`src/shared/pacl_pkg.sv`:
```
// Package holding the timing constants and default values of the accelerometer pulse loop.
package pacl_pkg;
  // System clock period in picoseconds (125 MHz).
  localparam int unsigned CLK_PERIOD_PS = 8000;
  // Strobe repetition rate in pulses per second.
  localparam int unsigned STROBE_RATE_PPS = 3200;
  // Strobe timing in nanoseconds.
  localparam int unsigned SAMPLE_WIDTH_NS = 2000;
  localparam int unsigned SELECT_DELAY_NS = 3000;
  localparam int unsigned SELECT_WIDTH_NS = 3000;
  localparam int unsigned DATA_DELAY_NS = 2000;
  localparam int unsigned DATA_WIDTH_NS = 3000;
  // Strobe period in nanoseconds.
  localparam int unsigned STROBE_PERIOD_NS = 1000000000 / STROBE_RATE_PPS;
  // Cycle counts derived from the times; widths round up, the period rounds down.
  localparam int unsigned SAMPLE_WIDTH_CYC = (SAMPLE_WIDTH_NS * 1000 + CLK_PERIOD_PS - 1) / CLK_PERIOD_PS;
  localparam int unsigned SELECT_DELAY_CYC = (SELECT_DELAY_NS * 1000 + CLK_PERIOD_PS - 1) / CLK_PERIOD_PS;
  localparam int unsigned SELECT_WIDTH_CYC = (SELECT_WIDTH_NS * 1000 + CLK_PERIOD_PS - 1) / CLK_PERIOD_PS;
  localparam int unsigned DATA_DELAY_CYC = (DATA_DELAY_NS * 1000 + CLK_PERIOD_PS - 1) / CLK_PERIOD_PS;
  localparam int unsigned DATA_WIDTH_CYC = (DATA_WIDTH_NS * 1000 + CLK_PERIOD_PS - 1) / CLK_PERIOD_PS;
  localparam int unsigned STROBE_PERIOD_CYC = (STROBE_PERIOD_NS * 1000) / CLK_PERIOD_PS;
  // Reset value of both flip-flops: plus state drives the float toward null.
  localparam logic DIR_RESET = 1'b1;
  // Default capacity of the up-down velocity counter.
  localparam int unsigned COUNT_CAPACITY = 4;
endpackage : pacl_pkg

```
`src/shared/pacl_if.sv`:
```
// Interface joining the loop electronics and the computer-side strobe source.
`timescale 1ns/1ps
`default_nettype none
interface pacl_if;
  logic float_sample_strobe;
  logic select_strobe;
  logic data_strobe;
  logic vel_plus_pulse;
  logic vel_minus_pulse;
  modport loop_end (
    input float_sample_strobe, select_strobe, data_strobe,
    output vel_plus_pulse, vel_minus_pulse
  );
  modport computer_end (
    output float_sample_strobe, select_strobe, data_strobe,
    input vel_plus_pulse, vel_minus_pulse
  );
endinterface : pacl_if
`default_nettype wire

```
`src/verilog/pacl_computer.sv`:
```
// Computer end: strobe timing generator and up-down velocity counter.
`timescale 1ns/1ps
`default_nettype none
module pacl_computer
  import pacl_pkg::*;
#(
  parameter int unsigned PERIOD_CYC = STROBE_PERIOD_CYC,
  parameter int unsigned CAPACITY = COUNT_CAPACITY
) (
  input wire logic clk_sys_in,
  input wire logic rst_in,
  pacl_if.computer_end link,
  output logic excitation_out,
  output logic dv_plus_out,
  output logic dv_minus_out,
  output logic [15:0] pulse_total_out
);
  localparam int unsigned SEL_START = SELECT_DELAY_CYC;
  localparam int unsigned DAT_START = SELECT_DELAY_CYC + DATA_DELAY_CYC;
  localparam int unsigned PHASE_OFS = (PERIOD_CYC * 135) / 360;

  logic [15:0] phase_cnt;
  logic signed [15:0] vel_cnt;

  // Period too short for the strobe train, or capacity under three, cannot work.
  if (PERIOD_CYC < DAT_START + DATA_WIDTH_CYC + 1 || PERIOD_CYC > 65535) begin : g_bad_period
    $error("PERIOD_CYC out of range");
  end
  if (CAPACITY < 3 || CAPACITY > 16000) begin : g_bad_capacity
    $error("CAPACITY out of range");
  end

  // Free running phase counter; the excitation and every strobe derive from it.
  always_ff @(posedge clk_sys_in or posedge rst_in) begin
    if (rst_in) begin
      phase_cnt <= 16'h0000;
    end else if (phase_cnt == 16'(PERIOD_CYC - 1)) begin
      phase_cnt <= 16'h0000;
    end else begin
      phase_cnt <= phase_cnt + 16'h0001;
    end
  end

  // Strobes from flip-flops; the sample sits 135 degrees after the rising crossing.
  always_ff @(posedge clk_sys_in or posedge rst_in) begin
    if (rst_in) begin
      excitation_out <= 1'b0;
      link.float_sample_strobe <= 1'b0;
      link.select_strobe <= 1'b0;
      link.data_strobe <= 1'b0;
    end else begin
      // One extra bit keeps the phase sum from wrapping on long periods.
      excitation_out <= ((17'(phase_cnt) + 17'(PHASE_OFS)) % 17'(PERIOD_CYC)) < 17'(PERIOD_CYC / 2);
      link.float_sample_strobe <= phase_cnt < 16'(SAMPLE_WIDTH_CYC);
      link.select_strobe <= phase_cnt >= 16'(SEL_START) &&
                            phase_cnt < 16'(SEL_START + SELECT_WIDTH_CYC);
      link.data_strobe <= phase_cnt >= 16'(DAT_START) &&
                          phase_cnt < 16'(DAT_START + DATA_WIDTH_CYC);
    end
  end

  // Up-down counter; each velocity pulse spans several cycles so count its rising edge.
  logic plus_d;
  logic minus_d;
  always_ff @(posedge clk_sys_in or posedge rst_in) begin
    if (rst_in) begin
      plus_d <= 1'b0;
      minus_d <= 1'b0;
      vel_cnt <= 16'sh0000;
      dv_plus_out <= 1'b0;
      dv_minus_out <= 1'b0;
      pulse_total_out <= 16'h0000;
    end else begin
      plus_d <= link.vel_plus_pulse;
      minus_d <= link.vel_minus_pulse;
      dv_plus_out <= 1'b0;
      dv_minus_out <= 1'b0;
      if (link.vel_plus_pulse && !plus_d) begin
        pulse_total_out <= pulse_total_out + 16'h0001;
        if (vel_cnt == 16'(signed'(CAPACITY))) begin
          vel_cnt <= 16'sh0000;
          dv_plus_out <= 1'b1;
        end else begin
          vel_cnt <= vel_cnt + 16'sh0001;
        end
      end else if (link.vel_minus_pulse && !minus_d) begin
        pulse_total_out <= pulse_total_out + 16'h0001;
        if (vel_cnt == -16'(signed'(CAPACITY))) begin
          vel_cnt <= 16'sh0000;
          dv_minus_out <= 1'b1;
        end else begin
          vel_cnt <= vel_cnt - 16'sh0001;
        end
      end
    end
  end
endmodule : pacl_computer
`default_nettype wire

```
`src/flat_wrapper.sv`:
```
// flat-port wrapper written by rule: the top's interface ports become plain ports
module pacl_computer_flat import pacl_pkg::*;
#(
  parameter int unsigned PERIOD_CYC = STROBE_PERIOD_CYC,
  parameter int unsigned CAPACITY = COUNT_CAPACITY
)
  (clk_sys_in, rst_in, excitation_out, dv_plus_out, dv_minus_out, pulse_total_out, link_float_sample_strobe, link_select_strobe, link_data_strobe, link_vel_plus_pulse, link_vel_minus_pulse);
  pacl_if link_i ();
  input wire logic clk_sys_in;
  input wire logic rst_in;
  output logic excitation_out;
  output logic dv_plus_out;
  output logic dv_minus_out;
  output logic [15:0] pulse_total_out;
  output wire logic [$bits(link_i.float_sample_strobe)-1:0] link_float_sample_strobe;
  output wire logic [$bits(link_i.select_strobe)-1:0] link_select_strobe;
  output wire logic [$bits(link_i.data_strobe)-1:0] link_data_strobe;
  input wire logic [$bits(link_i.vel_plus_pulse)-1:0] link_vel_plus_pulse;
  input wire logic [$bits(link_i.vel_minus_pulse)-1:0] link_vel_minus_pulse;
  assign link_float_sample_strobe = link_i.float_sample_strobe;
  assign link_select_strobe = link_i.select_strobe;
  assign link_data_strobe = link_i.data_strobe;
  assign link_i.vel_plus_pulse = link_vel_plus_pulse;
  assign link_i.vel_minus_pulse = link_vel_minus_pulse;
  pacl_computer #(.PERIOD_CYC(PERIOD_CYC), .CAPACITY(CAPACITY)) u_core (.clk_sys_in(clk_sys_in), .rst_in(rst_in), .link(link_i), .excitation_out(excitation_out), .dv_plus_out(dv_plus_out), .dv_minus_out(dv_minus_out), .pulse_total_out(pulse_total_out));
endmodule
```
`config.mk`:
```
export PLATFORM = sky130hd
export DESIGN_NAME = pacl_computer_flat
export DESIGN_NICKNAME = d
export VERILOG_FILES = /design/src/shared/pacl_pkg.sv /design/src/shared/pacl_if.sv /design/src/verilog/pacl_computer.sv /design/src/flat_wrapper.sv
export SDC_FILE = /design/constraint.sdc
export NUM_CORES = 1
export LEC_CHECK = 0
export ABC_AREA = 1
export BUFFER_PORTS_ARGS = -buffer_cell sky130_fd_sc_hd__buf_2
export CAP_MARGIN = 15
export CORE_MARGIN = 2
export CORE_UTILIZATION = 59
export DETAILED_ROUTE_END_ITERATION = 6
export PLACE_DENSITY = 0.77
export SLEW_MARGIN = 5
export SYNTH_ARGS = -nofsm -noshare
export SYNTH_HDL_FRONTEND = slang
export SYNTH_SLANG_ARGS = --single-unit
export TNS_END_PERCENT = 5
```
`constraint.sdc`:
```
create_clock -name clk_sys_in -period 4.5 [get_ports clk_sys_in]
set_input_delay 0.225 -clock clk_sys_in [delete_from_list [all_inputs] [get_ports clk_sys_in]]
set_output_delay 0.225 -clock clk_sys_in [all_outputs]
set_load 0.01 [all_outputs]
```
# --- Word level (Yosys, flattened, before mapping) ---
# Index checks and enable logic that the tools add are counted.
totals:
  out_inout_bits: 22
  in_bits: 4
  reg_bits: 56
  word_cells: 45
classes:
  n_addsub: 5
  n_eq_ne: 3
  div: 1
  magnitude_cmp: 6
  reduce_logical: 7
  mux: 12
ops:
  columns: ["op", "count"]
  rows:
  - ["$mux 16", 7]
  - ["$add 16x1->16 const B", 2]
  - ["$lt 16x10->1 const B", 2]
  - ["$add 16x14->17 const B", 1]
  - ["$lt 17x15->1 const B", 1]
  - ["$mod 17x16->17 const B", 1]
  - ["$add 16x2->16 const B", 1]
  - ["$eq 16x16->1 const B", 1]
  - ["$eq 16x3->1 const B", 1]
  - ["$eq 16x4->1 const B", 1]
  - ["$ge 16x10->1 const B", 1]
  - ["$ge 16x9->1 const B", 1]
  - ["$lt 16x8->1 const B", 1]
  - ["$sub 16x2->16 const B", 1]
  - ["$mux 1", 5]
  - ["$logic_and 1x1->1", 4]
  - ["$logic_not 1->1", 2]
  - ["$reduce_bool 2->1", 1]

# --- Longest topological paths before layout ---
logic_depth:
  ltp_word: 4
  ltp_mapped: 33
  depth_no_buf: 32

# --- Least setup slack after synthesis ---
# OpenSTA, ideal clock, no wires.
synth_timing:
  path_kind: "register to register"
  start: "register u_core.phase_cnt[3]"
  end: "register u_core.excitation_out"
  setup_slack_ps: 1209
  required_time_ps: 4380
  path_stages_with_launch: 32
  arrival_ps: 3171
  period_less_slack_ps: 3291
  setup_time_ps: 120
  n_path_buf: 2
  cell_sequence: "dfrtp_1 inv_2 ha_1 a21oi_2 nand2_1 nand2_2 nand3_1 nand2_1 nand2_2 nand2_2 nand3_4 nand2_4 buf_8 nand2_1 nand2_1 inv_1 ha_1 nand2_1 nor2_1 nand2_1 nand3_2 nand2_2 nand2_4 buf_6 nand2_2 nand2_1 nand2_1 nand2_1 nor2_1 nand2_1 nand2_1 a21oi_2"
synth_via:
  elab_chain_len: 3
synth_rtl:
  columns: ["element", "line", "rtl"]
  rows:
  - ["from (decl)", "pacl_computer.sv:22", "logic [15:0] phase_cnt;"]
  - ["from (signal assigned)", "pacl_computer.sv:40", "phase_cnt <= phase_cnt + 16'h0001;"]
  - ["$add 16x14->17", "pacl_computer.sv:53", "excitation_out <= ((17'(phase_cnt) + 17'(PHASE_OFS)) % 17'(PERIOD_CYC)) < 17'(PERIOD_CYC / 2);"]
  - ["$mod 17x16->17", "pacl_computer.sv:53", null]
  - ["$lt 17x15->1", "pacl_computer.sv:53", null]
  - ["to (signal assigned)", "pacl_computer.sv:53", null]
  - ["to (decl)", "pacl_computer.sv:13", "output logic excitation_out,"]
# Every way passes these cells.
# A chain may end at the register's enable or synchronous reset.

# --- Final worst setup path ---
# Same ends and word-level chain as after synthesis.

==> flow_summary.ini <==
[status]
run_status = complete, no violations

[worst_setup_path]
worst-r2r-cell-count = 29
worstSetupStartpointType = flop
cp.arrival_ps = 4060
r2r_setup_slack_ps = 640
critPathRequiredTime_ps = 4710
cpPeakStageDelay_ps = 480
path_max_fanout = 20
critPathSlowestCell = sky130_fd_sc_hd__dfrtp_1
rr_startpoint = u_core.phase_cnt[3]
crit_path_most_repeated_cell = sky130_fd_sc_hd__nand2_1
reg_to_reg_critical_path_endpoint = u_core.excitation_out
timing.setup.critical_path_class = flop to flop
setup.worst_path.end_class = flop

[floorplan]
core-area_sq_um = 8220
die-width_um = 96.1
boundaryPins = 26
chipHeight_um = 96.1
initial_utilization_pct = 60.9
row_count = 33
die_area_sq_um = 9230

[clock_tree]
cts_tree = built
path_clk_slew_ps = 100
cts_h_tree_depth = 2
cts_inserted_buffers = 5
hold_buffers = 0
insertion_delay_ps = 310
tritoncts_num_sinks = 56
cts-root-buf = sky130_fd_sc_hd__clkbuf_8
largest_buffer_count_on_any_clock_path = 2

[sta]
setup_tns_ps = 0
count_of_final_setup_violators = 0
holdWs_ps = 24.9
timing_max_transition_violations_final = 0
tightest_slew_margin_relative_to_the_limit_pct = 36.9
final.setup_skew_ps = 8.49
period_share_pct = 85.7
timing_hold_violations_final = 0
rsz0062_at_grt = false
tightest_slew_ps = 938
finalWorstPathRequiredPeriod_ps = 3860
achievable-frequency_mhz = 259

[place]
detailed_place_hpwl_um = 9070
routabilityCongestion = 0.968
standard_cell_area_after_detailed_placement_sq_um = 5170
port-buffer-count = 25

[cells_and_area]
postLayoutCellArea_sq_um = 5260
final_net_count = 795
diodes = 0
ratio_of_cells_with_drive_above_1_in_the_final_layout_pct = 13.1
regArea_sq_um = 1400
fillerInstances = 778
area_delta_synth_final_pct = 5.18
multi_input_gate_area_in_the_final_layout_sq_um = 3080

[logic_synthesis]
synth_top_area_share_pct = 28.0
ys.warnings.count = 0
yosys-top-cells-area = sky130_fd_sc_hd__dfrtp_1, sky130_fd_sc_hd__nand2_1, sky130_fd_sc_hd__inv_1
synth.cell_area_sq_um = 5000
ys_async_sr_fraction_pct = 100
synthesis.instances = 759
synth-seq-area-share_pct = 28.0
post-synth-top-count-cell = sky130_fd_sc_hd__nand2_1
synth_cell_types = 50
synth_flop_cell = sky130_fd_sc_hd__dfrtp_1
post_synth.cell_area_avg_sq_um = 6.59
count_of_flip_flops_with_a_built_in_enable_after_synthesis = 0
ys_seq_elements = 56
synth_fp_nets = 775
synth_common_cells = sky130_fd_sc_hd__nand2_1, sky130_fd_sc_hd__inv_1, sky130_fd_sc_hd__nor2_1
synth_top_area_cell = sky130_fd_sc_hd__dfrtp_1

[power]
power.static_leakage_nw = 2.76
ir_drop_v = 0.000259
power_density_nw_per_um2 = 249

[drt]
detail_route.wirelength_um = 11700
ant_nets = 0
detailedRoute.firstIterationViolations = 258
first_pass_iters = 5
drt-vias-per-instance = 5.57
num_vias = 4923
drc = 0
avgRoutedWirePerCell_um = 13.2

[min_path]
worstHoldStart = link_vel_plus_pulse
hp-class = primary input to flop
worstHoldPathCells = 1
holdPathEnd = u_core.plus_d

[global_route]
grt.total_usage_pct = 27.3
grt_max_degree = 57
wire_length_of_the_first_global_routing_pass_um = 20400
number_of_global_route_vias_before_repair = 4528
gr-total-overflow = 0
initial_antenna_violation_count = 0

[run]
cap_violations = 0
## timing repair
item | 4_1_cts | 5_1_grt
buffers inserted | 0 | 0
resized for setup | 0 | 1
setup endpoints to repair | 0 | 1
endpoints found under the hold margin | 0 | 0
## report_power, final
part           total [mW]  internal, mW  switching, mW
clock network       0.279         0.109          0.170
logic               0.347         0.136          0.212
registers           0.686         0.583          0.102
total                1.31         0.828          0.484
## routing by layer
metal / track usage (%) / routed length (um) / vias to the layer above
met1: 34.4 / 5050 / 2299
met3: 3.29 / 441 / 21
met2: 49.5 / 6030 / 117
met5: 0 / 0 / -
li1: - / - / 2486
met4: 6.67 / 174 / 0
## how the worst max path moves through the flow
stage,from,endpoint,slack [ps],cells past startpoint
6_report,u_core.phase_cnt[3],u_core.excitation_out,640,29
2_1_floorplan,u_core.phase_cnt[3],u_core.excitation_out,1210,31
3_3_place_gp,u_core.phase_cnt[3],u_core.excitation_out,890,29
4_1_cts,u_core.phase_cnt[3],u_core.excitation_out,660,29
5_1_grt,u_core.phase_cnt[3],u_core.excitation_out,50,29
3_5_place_dp,u_core.phase_cnt[3],u_core.excitation_out,680,29
## sequential cells by signal (all words and copies together), names as in the netlist
signal / count
u_core.link.float_sample_strobe: 1
u_core.dv_minus_out: 1
u_core.link.data_strobe: 1
u_core.excitation_out: 1
u_core.minus_d: 1
u_core.phase_cnt: 16
u_core.link.select_strobe: 1
u_core.pulse_total_out: 16
u_core.plus_d: 1
u_core.dv_plus_out: 1
u_core.vel_cnt: 16
## cell type report
type                            instances  area share (%)
Clock inverter                          2           0.309
Timing Repair Buffer                   28            2.81
Sequential cell                        56            26.6
Multi-Input combinational cell        577            58.5
Inverter                              111            7.96
Tap cell                              105            2.50
Clock buffer                            5            1.31
## metrics by stage
step	setup WS (ps)	cells	utilization [%]	total power, mW
after floorplan	1210	759	-	0.933
after global placement	892	877	62.9	1.03
after detailed placement	679	877	62.9	1.04
after CTS	657	884	63.9	1.32
after global routing	46.2	884	64.0	1.40
final	643	884	64.0	1.31
## cells by family (layout without fill, tap and decap cells)
kind of cell             after synthesis  count (layout)  synth area share, %
AO/OA/AOI/OAI                         81              81                 9.58
AND/OR/NAND/NOR                      449             449                 42.5
XOR/XNOR                              35              35                 6.28
buffers and inverters                126             146                 10.7
flip-flops                            56              56                 28.0
adder cells (fa/ha/maj)               12              12                 3.00
## placed cells by master, fill, tap and decap left out, types with 2 or more instances in the layout
cell type	n
sky130_fd_sc_hd__nand2_2	23
sky130_fd_sc_hd__nor2_2	6
sky130_fd_sc_hd__and3_1	2
sky130_fd_sc_hd__nor2_1	81
sky130_fd_sc_hd__nor4_1	7
sky130_fd_sc_hd__or2_2	3
sky130_fd_sc_hd__xor2_1	26
sky130_fd_sc_hd__nand3b_1	6
sky130_fd_sc_hd__ha_1	12
sky130_fd_sc_hd__nand4_1	17
sky130_fd_sc_hd__a21oi_1	29
sky130_fd_sc_hd__o22ai_1	2
sky130_fd_sc_hd__inv_1	99
sky130_fd_sc_hd__o21ai_0	23
sky130_fd_sc_hd__nor3b_1	3
sky130_fd_sc_hd__a21oi_2	3
sky130_fd_sc_hd__nor2_4	4
sky130_fd_sc_hd__clkbuf_8	5
sky130_fd_sc_hd__nand3_1	70
sky130_fd_sc_hd__nand2_1	192
sky130_fd_sc_hd__a31oi_1	4
sky130_fd_sc_hd__o211ai_1	3
sky130_fd_sc_hd__nand3_2	6
sky130_fd_sc_hd__dfrtp_1	56
sky130_fd_sc_hd__nor3_1	20
sky130_fd_sc_hd__xnor2_1	8
sky130_fd_sc_hd__buf_4	3
sky130_fd_sc_hd__a22oi_1	3
sky130_fd_sc_hd__nand2_4	5
sky130_fd_sc_hd__inv_2	10
sky130_fd_sc_hd__a311oi_1	2
sky130_fd_sc_hd__buf_2	25
sky130_fd_sc_hd__o21ai_1	3
## worst max-delay path, delay by kind of cell, from the launching register on
family,cells,cell delay [ps]
adder cells (fa/ha/maj),2,460
AO/OA/AOI/OAI,2,260
buffers and inverters,2,190
AND/OR/NAND/NOR,23,2360
flip-flops,1,480
No activity file was read; power rests on OpenSTA's default activity.
